<file path="config.mk">
export PLATFORM = sky130hd
export DESIGN_NAME = hirq_top
export DESIGN_NICKNAME = d
export VERILOG_FILES = /design/src/pkg/hirq_pkg.sv /design/src/pkg/hirq_evt_if.sv /design/src/core/hirq_settle_timer.sv /design/src/core/hirq_event_bank.sv /design/src/core/hirq_top.sv
export SDC_FILE = /design/constraint.sdc
export NUM_CORES = 1
export LEC_CHECK = 0
export BUFFER_PORTS_ARGS = -buffer_cell sky130_fd_sc_hd__buf_2
export CORE_MARGIN = 4
export CORE_UTILIZATION = 55
export CTS_BUF_LIST = sky130_fd_sc_hd__clkbuf_4 sky130_fd_sc_hd__clkbuf_8
export CTS_CLUSTER_SIZE = 20
export DETAILED_ROUTE_END_ITERATION = 10
export PLACE_DENSITY_LB_ADDON = 0.25
export SYNTH_ARGS = -nofsm -noshare
export SYNTH_HDL_FRONTEND = slang
export SYNTH_SLANG_ARGS = --single-unit
export TNS_END_PERCENT = 10
</file>
<file path="constraint.sdc">
create_clock -name aclk -period 3.4 [get_ports aclk]
set_input_delay 1.02 -clock aclk [delete_from_list [all_inputs] [get_ports aclk]]
set_output_delay 1.02 -clock aclk [all_outputs]
set_load 0.005 [all_outputs]
</file>
<file path="src/pkg/hirq_pkg.sv">
// Shared constants and types for the host interrupt mask and identity block
package hirq_pkg;

  localparam int ADDR_W = 8;

  localparam logic [7:0] IDX_HOST_CTRL = 8'h01;
  localparam logic [7:0] IDX_HW_SETUP = 8'h20;
  localparam logic [7:0] IDX_STATUS = 8'h24;
  localparam logic [7:0] IDX_MASK = 8'h25;
  localparam logic [7:0] IDX_IDENTITY = 8'h27;
  localparam logic [7:0] IDX_CLEAR = 8'h30;

  localparam logic [7:0] ADDR_HOST_CTRL = {IDX_HOST_CTRL[5:0], 2'b00};
  localparam logic [7:0] ADDR_HW_SETUP = {IDX_HW_SETUP[5:0], 2'b00};
  localparam logic [7:0] ADDR_STATUS = {IDX_STATUS[5:0], 2'b00};
  localparam logic [7:0] ADDR_MASK = {IDX_MASK[5:0], 2'b00};
  localparam logic [7:0] ADDR_IDENTITY = {IDX_IDENTITY[5:0], 2'b00};
  localparam logic [7:0] ADDR_CLEAR = {IDX_CLEAR[5:0], 2'b00};

  localparam int BIT_SOF = 0;
  localparam int BIT_ASYNC = 1;
  localparam int BIT_XFER = 2;
  localparam int BIT_OPUPD = 4;
  localparam int BIT_SUSP = 5;
  localparam int BIT_CLK = 6;
  localparam logic [15:0] EVT_VALID = 16'h0077;
  localparam logic [15:0] MASK_RESET = 16'h0000;
  localparam int HW_GLOBAL_EN_BIT = 0;
  localparam int CTRL_SUSPEND_BIT = 0;

  // Arbitrary neutral identity values
  localparam logic [7:0] ID_PRODUCT = 8'h5a;
  localparam logic [6:0] ID_REVISION = 7'h08;

  localparam logic [1:0] RESP_OKAY = 2'b00;
  localparam logic [1:0] RESP_SLVERR = 2'b10;
  localparam logic [1:0] RESP_DECERR = 2'b11;

  localparam int CLK_PERIOD_NS = 100;
  localparam int SETTLE_TYP_US = 160;
  localparam int SETTLE_MAX_MS = 1;
  localparam int SETTLE_TYP_CYC = (SETTLE_TYP_US * 1000 + CLK_PERIOD_NS - 1) / CLK_PERIOD_NS;
  localparam int SETTLE_MAX_CYC = (SETTLE_MAX_MS * 1000000) / CLK_PERIOD_NS;
  localparam int SETTLE_CNT_W = 14;

  typedef enum logic [2:0] {
    SUSP_RUN = 3'b001,
    SUSP_WAIT = 3'b010,
    SUSP_HALT = 3'b100
  } hirq_susp_e;

endpackage

</file>
<file path="src/pkg/hirq_evt_if.sv">
// Event and clear vectors between the register front end and the status bank
`timescale 1ns/1ps
`default_nettype none
interface hirq_evt_if;
  logic [15:0] evt;
  logic [15:0] clr;
  logic [15:0] status;
  modport src (output evt, output clr, input status);
  modport bank (input evt, input clr, output status);
endinterface
`default_nettype wire

</file>
<file path="src/core/hirq_settle_timer.sv">
// Clock settle timer started by a wake-up
`timescale 1ns/1ps
`default_nettype none
module hirq_settle_timer #(
  parameter int MAX_CYC = hirq_pkg::SETTLE_MAX_CYC
) (
  // Clock and reset
  input wire logic aclk,
  input wire logic aresetn,
  // Control
  input wire logic start,
  input wire logic clock_locked,
  // Result
  output logic ready_pulse,
  output logic busy
);
  import hirq_pkg::*;

  localparam logic [SETTLE_CNT_W-1:0] TYP_CNT = SETTLE_CNT_W'(SETTLE_TYP_CYC);
  localparam logic [SETTLE_CNT_W-1:0] MAX_CNT = SETTLE_CNT_W'(MAX_CYC - 1);

  logic busy_q;
  logic ready_q;
  logic done;
  logic [SETTLE_CNT_W-1:0] cnt_q;

  // Locked clock is trusted only after the typical settle time; the limit forces it
  assign done = busy_q && ((clock_locked && cnt_q >= TYP_CNT) || cnt_q >= MAX_CNT);

  always_ff @(posedge aclk) begin
    if (!aresetn) begin
      busy_q <= 1'b0;
    end else if (start) begin
      busy_q <= 1'b1;
    end else if (done) begin
      busy_q <= 1'b0;
    end
  end

  always_ff @(posedge aclk) begin
    if (!aresetn || start) begin
      cnt_q <= '0;
    end else if (busy_q && cnt_q != MAX_CNT) begin
      cnt_q <= cnt_q + 1'b1;
    end
  end

  always_ff @(posedge aclk) begin
    if (!aresetn) begin
      ready_q <= 1'b0;
    end else begin
      ready_q <= done && !start;
    end
  end

  assign ready_pulse = ready_q;
  assign busy = busy_q;
endmodule
`default_nettype wire

</file>
<file path="src/core/hirq_event_bank.sv">
// Sticky interrupt status bits and masked request output
`timescale 1ns/1ps
`default_nettype none
module hirq_event_bank (
  // Clock and reset
  input wire logic aclk,
  input wire logic aresetn,
  // Events in, status out
  hirq_evt_if.bank ev,
  // Gating
  input wire logic [15:0] mask,
  input wire logic global_en,
  // Request
  output logic irq
);
  import hirq_pkg::*;

  logic [15:0] st_q;
  logic irq_q;

  for (genvar i = 0; i < 16; i++) begin : g_bit
    // A new event beats a clear in the same cycle
    always_ff @(posedge aclk) begin
      if (!aresetn) begin
        st_q[i] <= 1'b0;
      end else begin
        st_q[i] <= EVT_VALID[i] & (ev.evt[i] | (st_q[i] & ~ev.clr[i]));
      end
    end
  end

  always_ff @(posedge aclk) begin
    if (!aresetn) begin
      irq_q <= 1'b0;
    end else begin
      irq_q <= global_en & |(st_q & mask & EVT_VALID);
    end
  end

  assign ev.status = st_q;
  assign irq = irq_q;
endmodule
`default_nettype wire

</file>
<file path="src/core/hirq_top.sv">
// Interrupt mask, identity and suspend control behind an AXI4-Lite slave
//
// The AXI4-Lite slave port was decided locally.
`timescale 1ns/1ps
`default_nettype none
module hirq_top #(
  parameter int SETTLE_MAX_CYC = hirq_pkg::SETTLE_MAX_CYC,
  parameter logic IMPROVED_VARIANT = 1'b0
) (
  // Clock and reset
  input wire logic aclk,
  input wire logic aresetn,
  // Write address
  input wire logic awvalid,
  output logic awready,
  input wire logic [hirq_pkg::ADDR_W-1:0] awaddr,
  input wire logic [2:0] awprot,
  // Write data
  input wire logic wvalid,
  output logic wready,
  input wire logic [31:0] wdata,
  input wire logic [3:0] wstrb,
  // Write response
  output logic bvalid,
  input wire logic bready,
  output logic [1:0] bresp,
  // Read address
  input wire logic arvalid,
  output logic arready,
  input wire logic [hirq_pkg::ADDR_W-1:0] araddr,
  input wire logic [2:0] arprot,
  // Read data
  output logic rvalid,
  input wire logic rready,
  output logic [31:0] rdata,
  output logic [1:0] rresp,
  // Controller events
  input wire logic op_update_event,
  input wire logic xfer_done_internal,
  input wire logic xfer_done_external,
  input wire logic async_list_event,
  input wire logic frame_start_event,
  // Suspend and wake
  input wire logic downstream_suspended,
  input wire logic wake_request,
  input wire logic clock_locked,
  output logic sof_enable,
  output logic suspended,
  // Interrupt request
  output logic irq
);
  import hirq_pkg::*;

  hirq_evt_if ev ();

  // Write channel holding
  logic aw_held_q;
  logic [ADDR_W-1:0] aw_addr_q;
  logic w_held_q;
  logic [15:0] w_data_q;
  logic [1:0] w_strb_q;
  logic bvalid_q;
  logic [1:0] bresp_q;
  logic wr_fire;

  // Read channel
  logic rvalid_q;
  logic [31:0] rdata_q;
  logic [1:0] rresp_q;
  logic [31:0] rd_word;
  logic [1:0] rd_resp;
  logic rd_fire;

  // Registers
  logic [15:0] mask_q;
  logic global_en_q;
  logic suspend_req_q;
  logic [15:0] identity;

  // Suspend sequencing
  hirq_susp_e susp_q;
  hirq_susp_e susp_d;
  logic susp_evt;
  logic wake_start;
  logic clk_ready_evt;
  logic settle_busy;

  // Decoded write strobes
  logic wr_mask;
  logic wr_hw;
  logic wr_ctrl;
  logic wr_clear;
  logic [15:0] wr_bytes;

  function automatic logic [15:0] merge16(
    input logic [15:0] old_v,
    input logic [15:0] new_v,
    input logic [1:0] strb
  );
    logic [15:0] r;
    r = old_v;
    if (strb[0]) begin
      r[7:0] = new_v[7:0];
    end
    if (strb[1]) begin
      r[15:8] = new_v[15:8];
    end
    return r;
  endfunction

  // Write address and data are taken independently, in either order
  assign awready = !aw_held_q;
  assign wready = !w_held_q;
  assign wr_fire = aw_held_q && w_held_q && !bvalid_q;

  always_ff @(posedge aclk) begin
    if (!aresetn) begin
      aw_held_q <= 1'b0;
      aw_addr_q <= '0;
    end else if (awvalid && !aw_held_q) begin
      aw_held_q <= 1'b1;
      aw_addr_q <= awaddr;
    end else if (wr_fire) begin
      aw_held_q <= 1'b0;
    end
  end

  always_ff @(posedge aclk) begin
    if (!aresetn) begin
      w_held_q <= 1'b0;
      w_data_q <= '0;
      w_strb_q <= '0;
    end else if (wvalid && !w_held_q) begin
      w_held_q <= 1'b1;
      w_data_q <= wdata[15:0];
      w_strb_q <= wstrb[1:0];
    end else if (wr_fire) begin
      w_held_q <= 1'b0;
    end
  end

  assign wr_mask = wr_fire && aw_addr_q == ADDR_MASK;
  assign wr_hw = wr_fire && aw_addr_q == ADDR_HW_SETUP;
  assign wr_ctrl = wr_fire && aw_addr_q == ADDR_HOST_CTRL;
  assign wr_clear = wr_fire && aw_addr_q == ADDR_CLEAR;
  assign wr_bytes = merge16(16'h0000, w_data_q, w_strb_q);

  always_ff @(posedge aclk) begin
    if (!aresetn) begin
      bvalid_q <= 1'b0;
      bresp_q <= RESP_OKAY;
    end else if (wr_fire) begin
      bvalid_q <= 1'b1;
      case (aw_addr_q)
        ADDR_MASK, ADDR_HW_SETUP, ADDR_HOST_CTRL, ADDR_CLEAR: begin
          bresp_q <= RESP_OKAY;
        end
        // Read-only words refuse writes
        ADDR_IDENTITY, ADDR_STATUS: begin
          bresp_q <= RESP_SLVERR;
        end
        default: begin
          bresp_q <= RESP_DECERR;
        end
      endcase
    end else if (bready) begin
      bvalid_q <= 1'b0;
    end
  end

  assign bvalid = bvalid_q;
  assign bresp = bresp_q;

  // Mask starts all zero so nothing can request until software enables it
  always_ff @(posedge aclk) begin
    if (!aresetn) begin
      mask_q <= MASK_RESET;
    end else if (wr_mask) begin
      mask_q <= merge16(mask_q, w_data_q, w_strb_q) & EVT_VALID;
    end
  end

  always_ff @(posedge aclk) begin
    if (!aresetn) begin
      global_en_q <= 1'b0;
    end else if (wr_hw && w_strb_q[0]) begin
      global_en_q <= w_data_q[HW_GLOBAL_EN_BIT];
    end
  end

  // Software write wins over a wake clearing the request in the same cycle
  always_ff @(posedge aclk) begin
    if (!aresetn) begin
      suspend_req_q <= 1'b0;
    end else if (wr_ctrl && w_strb_q[0]) begin
      suspend_req_q <= w_data_q[CTRL_SUSPEND_BIT];
    end else if (susp_q == SUSP_HALT && wake_request) begin
      suspend_req_q <= 1'b0;
    end
  end

  // Suspend only lands once every downstream device has gone quiet
  always_comb begin
    susp_d = susp_q;
    case (susp_q)
      SUSP_RUN: begin
        if (suspend_req_q) begin
          susp_d = SUSP_WAIT;
        end
      end
      SUSP_WAIT: begin
        if (!suspend_req_q) begin
          susp_d = SUSP_RUN;
        end else if (downstream_suspended) begin
          susp_d = SUSP_HALT;
        end
      end
      SUSP_HALT: begin
        if (wake_request || !suspend_req_q) begin
          susp_d = SUSP_RUN;
        end
      end
      default: begin
        susp_d = SUSP_RUN;
      end
    endcase
  end

  always_ff @(posedge aclk) begin
    if (!aresetn) begin
      susp_q <= SUSP_RUN;
    end else begin
      susp_q <= susp_d;
    end
  end

  assign susp_evt = susp_q == SUSP_WAIT && susp_d == SUSP_HALT;
  assign wake_start = susp_q == SUSP_HALT && susp_d == SUSP_RUN;
  assign sof_enable = susp_q == SUSP_RUN;
  assign suspended = susp_q == SUSP_HALT;

  hirq_settle_timer #(
    .MAX_CYC(SETTLE_MAX_CYC)
  ) u_settle (
    .aclk(aclk),
    .aresetn(aresetn),
    .start(wake_start),
    .clock_locked(clock_locked),
    .ready_pulse(clk_ready_evt),
    .busy(settle_busy)
  );

  always_comb begin
    ev.evt = 16'h0000;
    ev.evt[BIT_CLK] = clk_ready_evt;
    ev.evt[BIT_SUSP] = susp_evt;
    ev.evt[BIT_OPUPD] = op_update_event;
    ev.evt[BIT_XFER] = xfer_done_internal | xfer_done_external;
    ev.evt[BIT_ASYNC] = async_list_event;
    ev.evt[BIT_SOF] = frame_start_event;
  end

  // Clear is a one-cycle pulse; unstrobed lanes clear nothing
  assign ev.clr = wr_clear ? wr_bytes : 16'h0000;

  hirq_event_bank u_bank (
    .aclk(aclk),
    .aresetn(aresetn),
    .ev(ev),
    .mask(mask_q),
    .global_en(global_en_q),
    .irq(irq)
  );

  assign identity = {ID_PRODUCT, ID_REVISION, IMPROVED_VARIANT};

  // Read path: one word at a time, data held until rready
  assign arready = !rvalid_q;
  assign rd_fire = arvalid && !rvalid_q;

  always_comb begin
    rd_word = 32'h0000_0000;
    rd_resp = RESP_OKAY;
    case (araddr)
      ADDR_MASK: begin
        rd_word = {16'h0000, mask_q};
      end
      ADDR_IDENTITY: begin
        rd_word = {16'h0000, identity};
      end
      ADDR_STATUS: begin
        rd_word = {16'h0000, ev.status};
      end
      ADDR_HW_SETUP: begin
        rd_word = {31'h0000_0000, global_en_q};
      end
      ADDR_HOST_CTRL: begin
        rd_word = {28'h000_0000, settle_busy, suspended, sof_enable, suspend_req_q};
      end
      ADDR_CLEAR: begin
        rd_word = 32'h0000_0000;
      end
      default: begin
        rd_resp = RESP_DECERR;
      end
    endcase
  end

  always_ff @(posedge aclk) begin
    if (!aresetn) begin
      rvalid_q <= 1'b0;
      rdata_q <= 32'h0000_0000;
      rresp_q <= RESP_OKAY;
    end else if (rd_fire) begin
      rvalid_q <= 1'b1;
      rdata_q <= rd_word;
      rresp_q <= rd_resp;
    end else if (rready) begin
      rvalid_q <= 1'b0;
    end
  end

  assign rvalid = rvalid_q;
  assign rdata = rdata_q;
  assign rresp = rresp_q;

endmodule
`default_nettype wire

</file>
# After elaboration in Yosys (flattened, before gate mapping)
# Index checks and enable logic that the tools add are counted.
# word_totals
reg_bits,91
output_inout_bits,44
in_bits,73
# op_classes
magnitude_cmp,2
mux,21
bitwise,21
reduce_logical,39
eq_ne,18
addsub,1
# op_table
cell,n
equality test 8 bit (second input constant),10
one-hot mux 15 bit (5 select lines),1
logical AND 1 bit,18
equality test 8 x 3 -> 1 bit (second input constant),2
adder 14 x 1 -> 14 bit (second input constant),1
>= comparator 14 x 11 -> 1 bit (second input constant),1
>= comparator 14 bit (second input constant),1
two-way mux 7 bit,2
inequality test 14 bit (second input constant),1
two-way mux 3 bit,4
nonzero test 2 bit,6
OR reduction 6 bit,2
two-way mux 1 bit,11
one-hot mux 3 bit (3 select lines),1
AND 1 bit,7
AND 7 bit,1
logical NOT 1 bit,7
OR 1 bit,7
equality test 3 x 1 -> 1 bit (second input constant),2
equality test 3 bit (second input constant),2
NOT 1 bit,6
one-hot mux 2 bit (2 select lines),1
OR reduction 4 bit,1
equality test 3 x 2 -> 1 bit (second input constant),1
4 further kinds,6

# Logic depth before layout (Yosys ltp)
# Gate-level depths: netlist of the first run.
# logic_depth
word_depth,8
depth_mapped,6

# Cells and area by module
# From an unflattened synthesis of the first run, not the netlist that was laid out.
# hier_totals
hier_cells,462
hier_area_um2,4008.8
# modules_own_cells
module,cells_each,n_inst,seq_area_each_um2,area_each_um2
hirq_top,332,1,1201.2,2876.5
hirq_settle_timer,95,1,320.3,798.3
hirq_event_bank,35,1,140.1,334.1

# Worst setup path before layout of the first run
# No wires, ideal clock.
# synth_path
path_type,input to register
from,input araddr[3] (netlist name)
to,register rdata_q[2] (netlist: rdata[2])
stages,4
path_slack_ps,1139
path_buffers,0
setup_time_ps,70
arrival_ps,2191
path_cell_list,or4b_2 nor3_1 a22oi_1 a21oi_1
# synth_via
elab_chain_len,2
word_cells_on_any_way,6
cone_classes,eq/ne (5); mux (1)
# synth_rtl
element,line_no,text
start: declaration,hirq_top.sv:30,"input wire logic [hirq_pkg::ADDR_W-1:0] araddr,"
equality test 8 x 3 -> 1 bit or equality test 8 bit (tied branches),hirq_top.sv:284,case (araddr)
one-hot mux 15 bit (5 select lines) *,hirq_top.sv:284,
end signal: assignment,hirq_top.sv:316,rdata_q <= rd_word;
end: declaration,hirq_top.sv:68,logic [31:0] rdata_q;
# Mark *: on every way between the ends. The rest lies on a longest branch, timed or not.
# A chain may end at the register's enable or synchronous reset.

# Worst setup path in the final report of the first run
# layout_path
from,register susp_q[2]
to,output suspended
# layout_via
elab_chain_len,1
# layout_rtl
element,line_no,text
start: declaration,hirq_top.sv:81,hirq_susp_e susp_q;
start signal: assignment,hirq_top.sv:233,susp_q <= susp_d;
equality test 3 bit,hirq_top.sv:240,assign suspended = susp_q == SUSP_HALT;
end: declaration,hirq_top.sv:48,"output logic suspended,"
# No other way between the ends.

==> impl_results.md, run 1 <==
* Status: finished, final reports clean
* Setup TNS Final at 0 ns
* R2R Setup Slk at 1.36 ns
* Crit path kind: reg2out
* Final Util at 65.58%
* Ports at 117
* Residual DRC at 0
* Final hold slack at 0.4554 ns
* Non-Filler Instances at 496
* Final Net Count at 494
* First-pass GRT wire length at 11,340 um
* Average wire per cell in the routed design at 13.88 um
* Root Buffer: clkbuf_8
* TritonCTS clock tree: yes
* CP top delay family: flip-flops
* Fmax at 0.4438 GHz
* Drt pass-1 iters at 4
* Worst path slowest cell: dfxtp_1
* Die width at 83.73 um
* CP required at 2.38 ns
* Synth top area share at 40.62%
* Global Route Usage Sum at 19.61%
* Row cnt at 27
* Synthesized area at 3154 sq um
* Skew final at 0.009090 ns
* Final worst path period need at 2.253 ns
* Final Max Tran Viols at 0
* Pint at 1.312 mW
* Post-CTS Resized at 0
* Sequential power share at 46.1%
* Pre-CTS setup slack at 0.8541 ns
* Gate power share at 7.3%
* Vias per inst at 5.508
* Routed wire length at 6884 um
* RSZ-0062 raised after global routing: false
* CP Launch Type: flop
* Area added between synthesis and finish at 15.19%
* CP Max Fanout at 9
* Crit path depth at 2
* Buf/Inv on CP at 1
* Hold_buf cts at 0
* Tot Pwr at 1.713 mW
* Count leader, synth: dfxtp_1
* Reg2reg path depth at 4
* Seq cells post-synth at 64
* Total core area at 5540 sq um
* Largest cells by area after synthesis: dfxtp_1, buf_4, mux2i_1
* Switching part of the total at 23.37%
* Detailed placer's ending HPWL at 4961 um
* Initial Util at 56.93%
* Netlist cell types at 52
* # diodes at 0
* Initial antenna violation count at 0
* Number of flops mapped to enable cells by yosys at 0
* Top_reg_cell synth: dfxtp_1
* Synth area leader: dfxtp_1
* Area of the die at 7011 sq um
* Crit path largest cell delay at 0.47 ns
* Largest net degree at the start of global routing at 24
* CTS clk-pin slew, worst paths at 0.07 ns
* WHS Path Cells at 2
* Vias in the first global route at 2,589
* Cell area after placement at 3390 sq um
* Die Y at 83.73 um
* Avg Synthesized Cell Area at 8.618 sq um
* Layout cells sized above 1 at 22.17%
* Slew @ Worst Pin at 0.9688 ns
* Placed Cells incl. Taps at 480
* Crit path capture type: output port
* Final hold vios at 0
* Register area share after synthesis at 40.62%
* Final worst-path cycle share at 66.27%
* Clock share of power at 46.6%
* H-tree depth at 3
* Commonest cells in the netlist: dfxtp_1, nor2_1, a21oi_1, buf_4, nand2_1
* Endpoints failing setup at 0
* Post-layout instance area at 3633 sq um
* Relative slew slack at 34.82%
* Port Buffers at 60
* Max_cap viols at 0
* Ys async rst share at 0%
* Final ANT Viol Nets at 0
* Pleak at 1.447 nW
* Cell Pwr Density at 471.3 nW/um^2
* Starting DRT DRC Count at 121
* Via count at 2,732
* Switch Pwr at 400.2 uW
* Longest Clk Path Bufs at 2
* Post-Syn Instances at 366
* Critical path, cell by cell: nor3b_1 -> buf_2
* YS warnings at 0
* Total grt overflow at 0
* Gp weighted congestion at 0.8005
* Hold Path Class: reg2reg
* Clk Latency, worst-skew pair at 0.34 ns
* Setup Buffers After CTS at 0
* VDD IR max at 0.3284 mV
* PnR worst setup slack at 1.147 ns
* CP arrival at 1.23 ns
* CTS sink count at 64
* CTS Buf Count at 9
-- final cells by class --
| cell class | instances | area [sq um] |
|---|---|---|
| flip-flops and latches | 64 | 1281 |
| clock inverters | 7 | 120.1 |
| well taps | 72 | 90.09 |
| clock buffers | 9 | 123.9 |
| inverters | 13 | 48.80 |
| fillers | 481 | 1907 |
| multi-input cells | 269 | 1654 |
| repair buffers | 62 | 315.3 |
-- power by group through the flow --
stage / Clock (mW) / Combinational (mW) / Sequential (mW)
floorplan: 0 / 0.0980 / 0.799
global placement: 0 / 0.121 / 0.805
detailed placement: 0 / 0.123 / 0.806
CTS: 0.811 / 0.124 / 0.790
global route: 0.842 / 0.140 / 0.793
finish: 0.798 / 0.125 / 0.790
-- tightest hold or removal path: cells and delay by family (launching register included) --
family | cells | cell delay, ns
DFF | 1 | 0.31
and+or+nand+nor | 1 | 0.05
AOI/OAI and AO/OA | 1 | 0.05
-- registers in the layout, indices dropped and copies added (netlist names), 2 cells and up --
register / count
u_settle.cnt_q: 14
aw_addr_q: 8
rdata: 8
mask_q: 6
u_bank.ev.status: 6
w_data_q: 6
susp_q: 3
bresp: 2
-- cell families after synthesis --
logic type	count (synthesis)	synth area share, %
flip-flops	64	40.62
AO/OA/AOI/OAI	79	15.83
AND/OR/NAND/NOR	140	24.83
other	1	0.1189
buffers and inverters	53	9.322
adder cells (fa/ha/maj)	2	0.7932
XOR/XNOR	7	1.944
multiplexers	20	6.545
-- layout by cell type (no fill, tap or decap), drive strengths merged, types with 9 or more instances in the layout --
cell     n
buf     62
inv     13
nand3   17
o21ai   18
nor2    36
a21oi   29
nor3    11
dfxtp   64
mux2i   15
conb    21
nand2   19
clkbuf   9
-- final timing paths --
kind | start | end
hold / removal | rdata[6] | rdata[6]
setup reg to reg | aw_addr_q[0] | mask_q[0]
hold reg to reg | rdata[6] | rdata[6]
setup / recovery | susp_q[2] | suspended
-- layer usage --
| metal | track usage, % | vias up | part of all wire (%) |
|---|---|---|---|
| li1 | - | 1375 | - |
| met1 | 24.12 | 1268 | 47 |
| met2 | 32.25 | 77 | 46 |
| met3 | 4.640 | 12 | 5.6 |
| met4 | 9.211 | 0 | 1.4 |
| met5 | 0 | - | 0 |
(Power assumes the default switching activity.)
==> run 2, diff against run 1 <==
--- a/config.mk
+++ b/config.mk
@@ -7,7 +7,7 @@
 export LEC_CHECK = 0
 export BUFFER_PORTS_ARGS = -buffer_cell sky130_fd_sc_hd__buf_2
 export CORE_MARGIN = 4
-export CORE_UTILIZATION = 55
+export CORE_UTILIZATION = 51
 export CTS_BUF_LIST = sky130_fd_sc_hd__clkbuf_4 sky130_fd_sc_hd__clkbuf_8
 export CTS_CLUSTER_SIZE = 20
 export DETAILED_ROUTE_END_ITERATION = 10
==> constraint.sdc (replaced) <==
create_clock -name aclk -period 2.1 [get_ports aclk]
set_input_delay 0.63 -clock aclk [delete_from_list [all_inputs] [get_ports aclk]]
set_output_delay 0.63 -clock aclk [all_outputs]
set_load 0.005 [all_outputs]
==> impl_results.md, run 2 (synthesis gave the netlist of run 1 again) <==
* Final Max Tran Viols at 0
* Total core area at 5956 sq um
* Die Y at 86.65 um
* Residual DRC at 0
* H-tree depth at 3
* Final worst-path cycle share at 89.19%
* Max_cap viols at 0
* Crit path largest cell delay at 0.73 ns
* Worst setup endpoint: bresp[0]
* Final Net Count at 506
* # diodes at 0
* Setup TNS Final at 0 ns
* Layout cells sized above 1 at 24.31%
* Drt pass-1 iters at 4
* Vias in the first global route at 2,664
* Initial antenna violation count at 0
* Detailed placer's ending HPWL at 5371 um
* Reg with most FFs: u_settle.cnt_q
* Crit path capture type: flop
* Endpoints failing setup at 0
* Final hold vios at 0
* PnR worst setup slack at 0.2269 ns
* Via count at 2,823
* Fmax at 0.5339 GHz
* Relative slew slack at 65.22%
* Area added between synthesis and finish at 17.81%
* VDD IR max at 0.4305 mV
* RR Startpoint: aw_addr_q[7]
* Skew final at 0.008591 ns
* RSZ-0062 raised after global routing: false
* Hold Path Class: reg2reg
* CP arrival at 2.10 ns
* Buf/Inv on CP at 0
* Root Buffer: clkbuf_8
* Ports at 117
* Commonest cells after routing, fill and taps aside: dfxtp_1, buf_2, nor2_1, a21oi_1, conb_1
* Cell area after placement at 3496 sq um
* Gp weighted congestion at 0.7930
* RR Endpoint: bresp[0]
* Starting DRT DRC Count at 178
* Crit path depth at 4
* Total grt overflow at 0
* Longest Clk Path Bufs at 2
* Row cnt at 28
* Max FFs per register at 14
* Initial Util at 52.96%
* Routed wire length at 7339 um
* Pleak at 1.505 nW
* First-pass GRT wire length at 12,300 um
* Final ANT Viol Nets at 0
* Critical Path Source: aw_addr_q[7]
* Reg2reg path depth at 4
* CP Launch Type: flop
* Setup Buffers After CTS at 0
* Post-layout instance area at 3716 sq um
* CTS Buf Count at 9
* Slew @ Worst Pin at 0.5179 ns
* Clk Latency, worst-skew pair at 0.34 ns
* CTS sink count at 64
* Tot Pwr at 2.672 mW
* Hold_buf cts at 0
* Final hold slack at 0.4556 ns
* Critical path, cell by cell: or4b_2 -> a311oi_1 -> nor2b_1 -> o21a_1
* Die width at 86.65 um
* Final worst path period need at 1.873 ns
* Cell Pwr Density at 718.9 nW/um^2
* WHS Path Cells at 2
* CP required at 2.33 ns
* Status: finished, final reports clean
* Port Buffers at 60
* Worst path slowest cell: or4b_2
* CP top delay family: simple AND/OR/NAND/NOR gates
* Post-CTS Resized at 0
* Largest net degree at the start of global routing at 25
* Average wire per cell in the routed design at 14.36 um
* TritonCTS clock tree: yes
* Crit path kind: reg2reg
* Leading cell type in the layout, fill and taps excluded: dfxtp_1
* Vias per inst at 5.524
* Area of the die at 7507 sq um
* Global Route Usage Sum at 20.33%
* CP Max Fanout at 5
* Pre-CTS setup slack at -0.01402 ns
* R2R Setup Slk at 0.23 ns
* CTS clk-pin slew, worst paths at 0.07 ns
## run 2: changes by cell type in the layout (fill, tap and decap cells not counted), sizes merged
cell    before  now
buf         62   74
bufinv       3    2
clkbuf       9   10
## run 2: per-layer routing
metal  track usage (%)  vias up  part of all wire (%)
li1                  -     1401                     -
met1             27.07     1322                    46
met2             31.85       90                    47
met3             3.707       10                   5.8
met4             9.490        0                   1.7
met5                 0        -                     0
## run 2: how the worst min path moves through the flow
| stage | end | slack (ns) | startpoint |
|---|---|---|---|
| 5_1_grt | rdata[4] | 0.48 | rdata[4] |
| 3_5_place_dp | rdata[4] | 0.45 | rdata[4] |
| 4_1_cts | rdata[4] | 0.46 | rdata[4] |
| 2_1_floorplan | u_bank.irq | 0.43 | global_en_q |
| 3_3_place_gp | rdata[6] | 0.44 | rdata[6] |
| 6_report | rdata[4] | 0.46 | rdata[4] |
## run 2: tightest hold or removal path: stages (launching register included)
cell and delay, ns:
dfxtp_1 0.31, nand2_1 0.05, a21oi_1 0.05
## run 2: layout make-up
cell class              instances  area (sq um)
clock buffers                  10         137.6
clock inverters                 6         82.58
fillers                       545          2240
inverters                      13         48.80
multi-input cells             269          1654
flip-flops and latches         64          1281
well taps                      75         93.84
repair buffers                 74         417.9
## run 2: per-stage QoR
step | util, % | cells
finish | 62.40 | 511
global route | 62.40 | 511
CTS | 62.40 | 511
detailed placement | 58.70 | 495
global placement | 58.70 | 495
floorplan | - | 386
## run 2: where the power goes
| part | switching, mW | total, mW | leakage [nW] | internal (mW) |
|---|---|---|---|---|
| clock network | 0.477 | 1.17 | 0.112 | 0.694 |
| logic | 0.122 | 0.225 | 0.872 | 0.103 |
| registers | 0.0291 | 1.28 | 0.521 | 1.25 |
==> run 3, diff against run 2 <==
--- a/config.mk
+++ b/config.mk
@@ -6,6 +6,7 @@
 export NUM_CORES = 1
 export LEC_CHECK = 0
 export BUFFER_PORTS_ARGS = -buffer_cell sky130_fd_sc_hd__buf_2
+export CORE_ASPECT_RATIO = 0.9
 export CORE_MARGIN = 4
 export CORE_UTILIZATION = 51
 export CTS_BUF_LIST = sky130_fd_sc_hd__clkbuf_4 sky130_fd_sc_hd__clkbuf_8
==> impl_results.md, run 3 (synthesis gave the netlist of run 1 again) <==
* Post-CTS Resized at 0
* # diodes at 0
* Final Net Count at 507
* CP Max Fanout at 5
* Slew @ Worst Pin at 0.5093 ns
* Row cnt at 26
* VDD IR max at 0.8468 mV
* RSZ-0062 raised after global routing: false
* Pleak at 1.532 nW
* Tot Pwr at 2.905 mW
* Final worst-path cycle share at 90.42%
* Gp weighted congestion at 0.8318
* Detailed placer's ending HPWL at 5213 um
* Crit path capture type: flop
* Fillcell total at 500
* Hold_buf cts at 0
* Crit path kind: reg2reg
* First-pass GRT wire length at 11,770 um
* Final hold vios at 0
* Hold Path Class: reg2reg
* CTS Buf Count at 9
* Via count at 2,795
* CP top delay family: simple AND/OR/NAND/NOR gates
* Setup Buffers After CTS at 0
* Starting DRT DRC Count at 118
* Port Buffers at 60
* Final Util at 64.63%
* Pre-CTS setup slack at -0.01286 ns
* Max_cap viols at 0
* Fmax at 0.5266 GHz
* PnR worst setup slack at 0.2012 ns
* H-tree depth at 3
* Routed wire length at 7197 um
* Vias in the first global route at 2,551
* Average wire per cell in the routed design at 14.20 um
* Status: finished, final reports clean
* Area added between synthesis and finish at 19.32%
* Skew final at 0.01045 ns
* Buf/Inv on CP at 0
* Residual DRC at 0
* Clk Latency, worst-skew pair at 0.35 ns
* Post-layout instance area at 3764 sq um
* Layout cells sized above 1 at 24.49%
* TritonCTS clock tree: yes
* Largest net degree at the start of global routing at 25
* Endpoints failing setup at 0
* CTS sink count at 64
* Final hold slack at 0.4588 ns
* Reg with most FFs: u_settle.cnt_q
* Initial Util at 54.17%
* Max FFs per register at 14
* Cell Pwr Density at 771.9 nW/um^2
* Leading cell type in the layout, fill and taps excluded: dfxtp_1
* Critical path, cell by cell: or4b_2 -> a311oi_1 -> nor2b_1 -> o21a_1
* Commonest cells after routing, fill and taps aside: dfxtp_1, buf_2, nor2_1, a21oi_1, conb_1
* CP Launch Type: flop
* Initial antenna violation count at 0
* Total grt overflow at 0
* Global Route Usage Sum at 19.52%
* Cell area after placement at 3497 sq um
* CP arrival at 2.14 ns
* Ports at 117
* Final Max Tran Viols at 0
* Relative slew slack at 65.79%
* Final ANT Viol Nets at 0
* Crit path largest cell delay at 0.72 ns
* Area of the die at 7508 sq um
* Vias per inst at 5.513
* Root Buffer: clkbuf_8
* CP required at 2.34 ns
* Final worst path period need at 1.899 ns
* Total core area at 5823 sq um
* Die width at 90.90 um
* Die Y at 82.61 um
* Worst path slowest cell: or4b_2
* Drt pass-1 iters at 4
* CTS clk-pin slew, worst paths at 0.08 ns
* Longest Clk Path Bufs at 2
==> run 3: changes by cell type in the layout (fill, tap and decap cells not counted), sizes merged <==
cell and change:
buf +1, clkinvlp -1, bufinv +2, clkbuf -1, inv +1, clkinv -1
==> run 3: worst paths after layout <==
kind	from	to	slack [ns]	cells past startpoint
worst max-delay path	aw_addr_q[7]	bresp[0]	0.20	4
worst min-delay path	rdata[6]	rdata[6]	0.46	2
worst max register to register	aw_addr_q[7]	bresp[0]	0.20	4
worst min register to register	rdata[6]	rdata[6]	0.46	2
==> run 3: area by class of cell <==
cell class	instances	area, sq um	share of cell area [%]
repair buffers	75	425.4	11.30
multi-input cells	269	1654	43.95
clock buffers	9	123.9	3.291
well taps	70	87.58	2.327
flip-flops and latches	64	1281	34.04
clock inverters	7	142.6	3.790
inverters	13	48.80	1.297
==> run 3: worst reg2reg max path, cell delays in order (launching register included) <==
cell      delay [ns]
dfxtp_1         0.35
or4b_2          0.72
a311oi_1        0.45
nor2b_1         0.10
o21a_1          0.19
==> run 3: routing by layer <==
metal	wire length [um]	up-vias	share of wire (%)	track usage [%]
met5	0	-	0	0
met4	60	0	0.83	6.928
met3	411	8	5.7	5.525
met2	3486	78	48	32.94
met1	3239	1309	45	24.25
li1	-	1400	-	-
==> run 3: metrics by stage <==
stage                     TNS [ns]  cells
after floorplan                  0    386
after global placement    -0.06046    491
after detailed placement  -0.01423    491
after CTS                        0    507
after global routing             0    507
final                            0    507
==> run 3: report_power, final <==
part           internal [mW]  total (mW)  switching, mW
registers               1.25        1.27         0.0276
logic                  0.102       0.226          0.124
clock network          0.912        1.41          0.493
total                   2.26        2.91          0.644
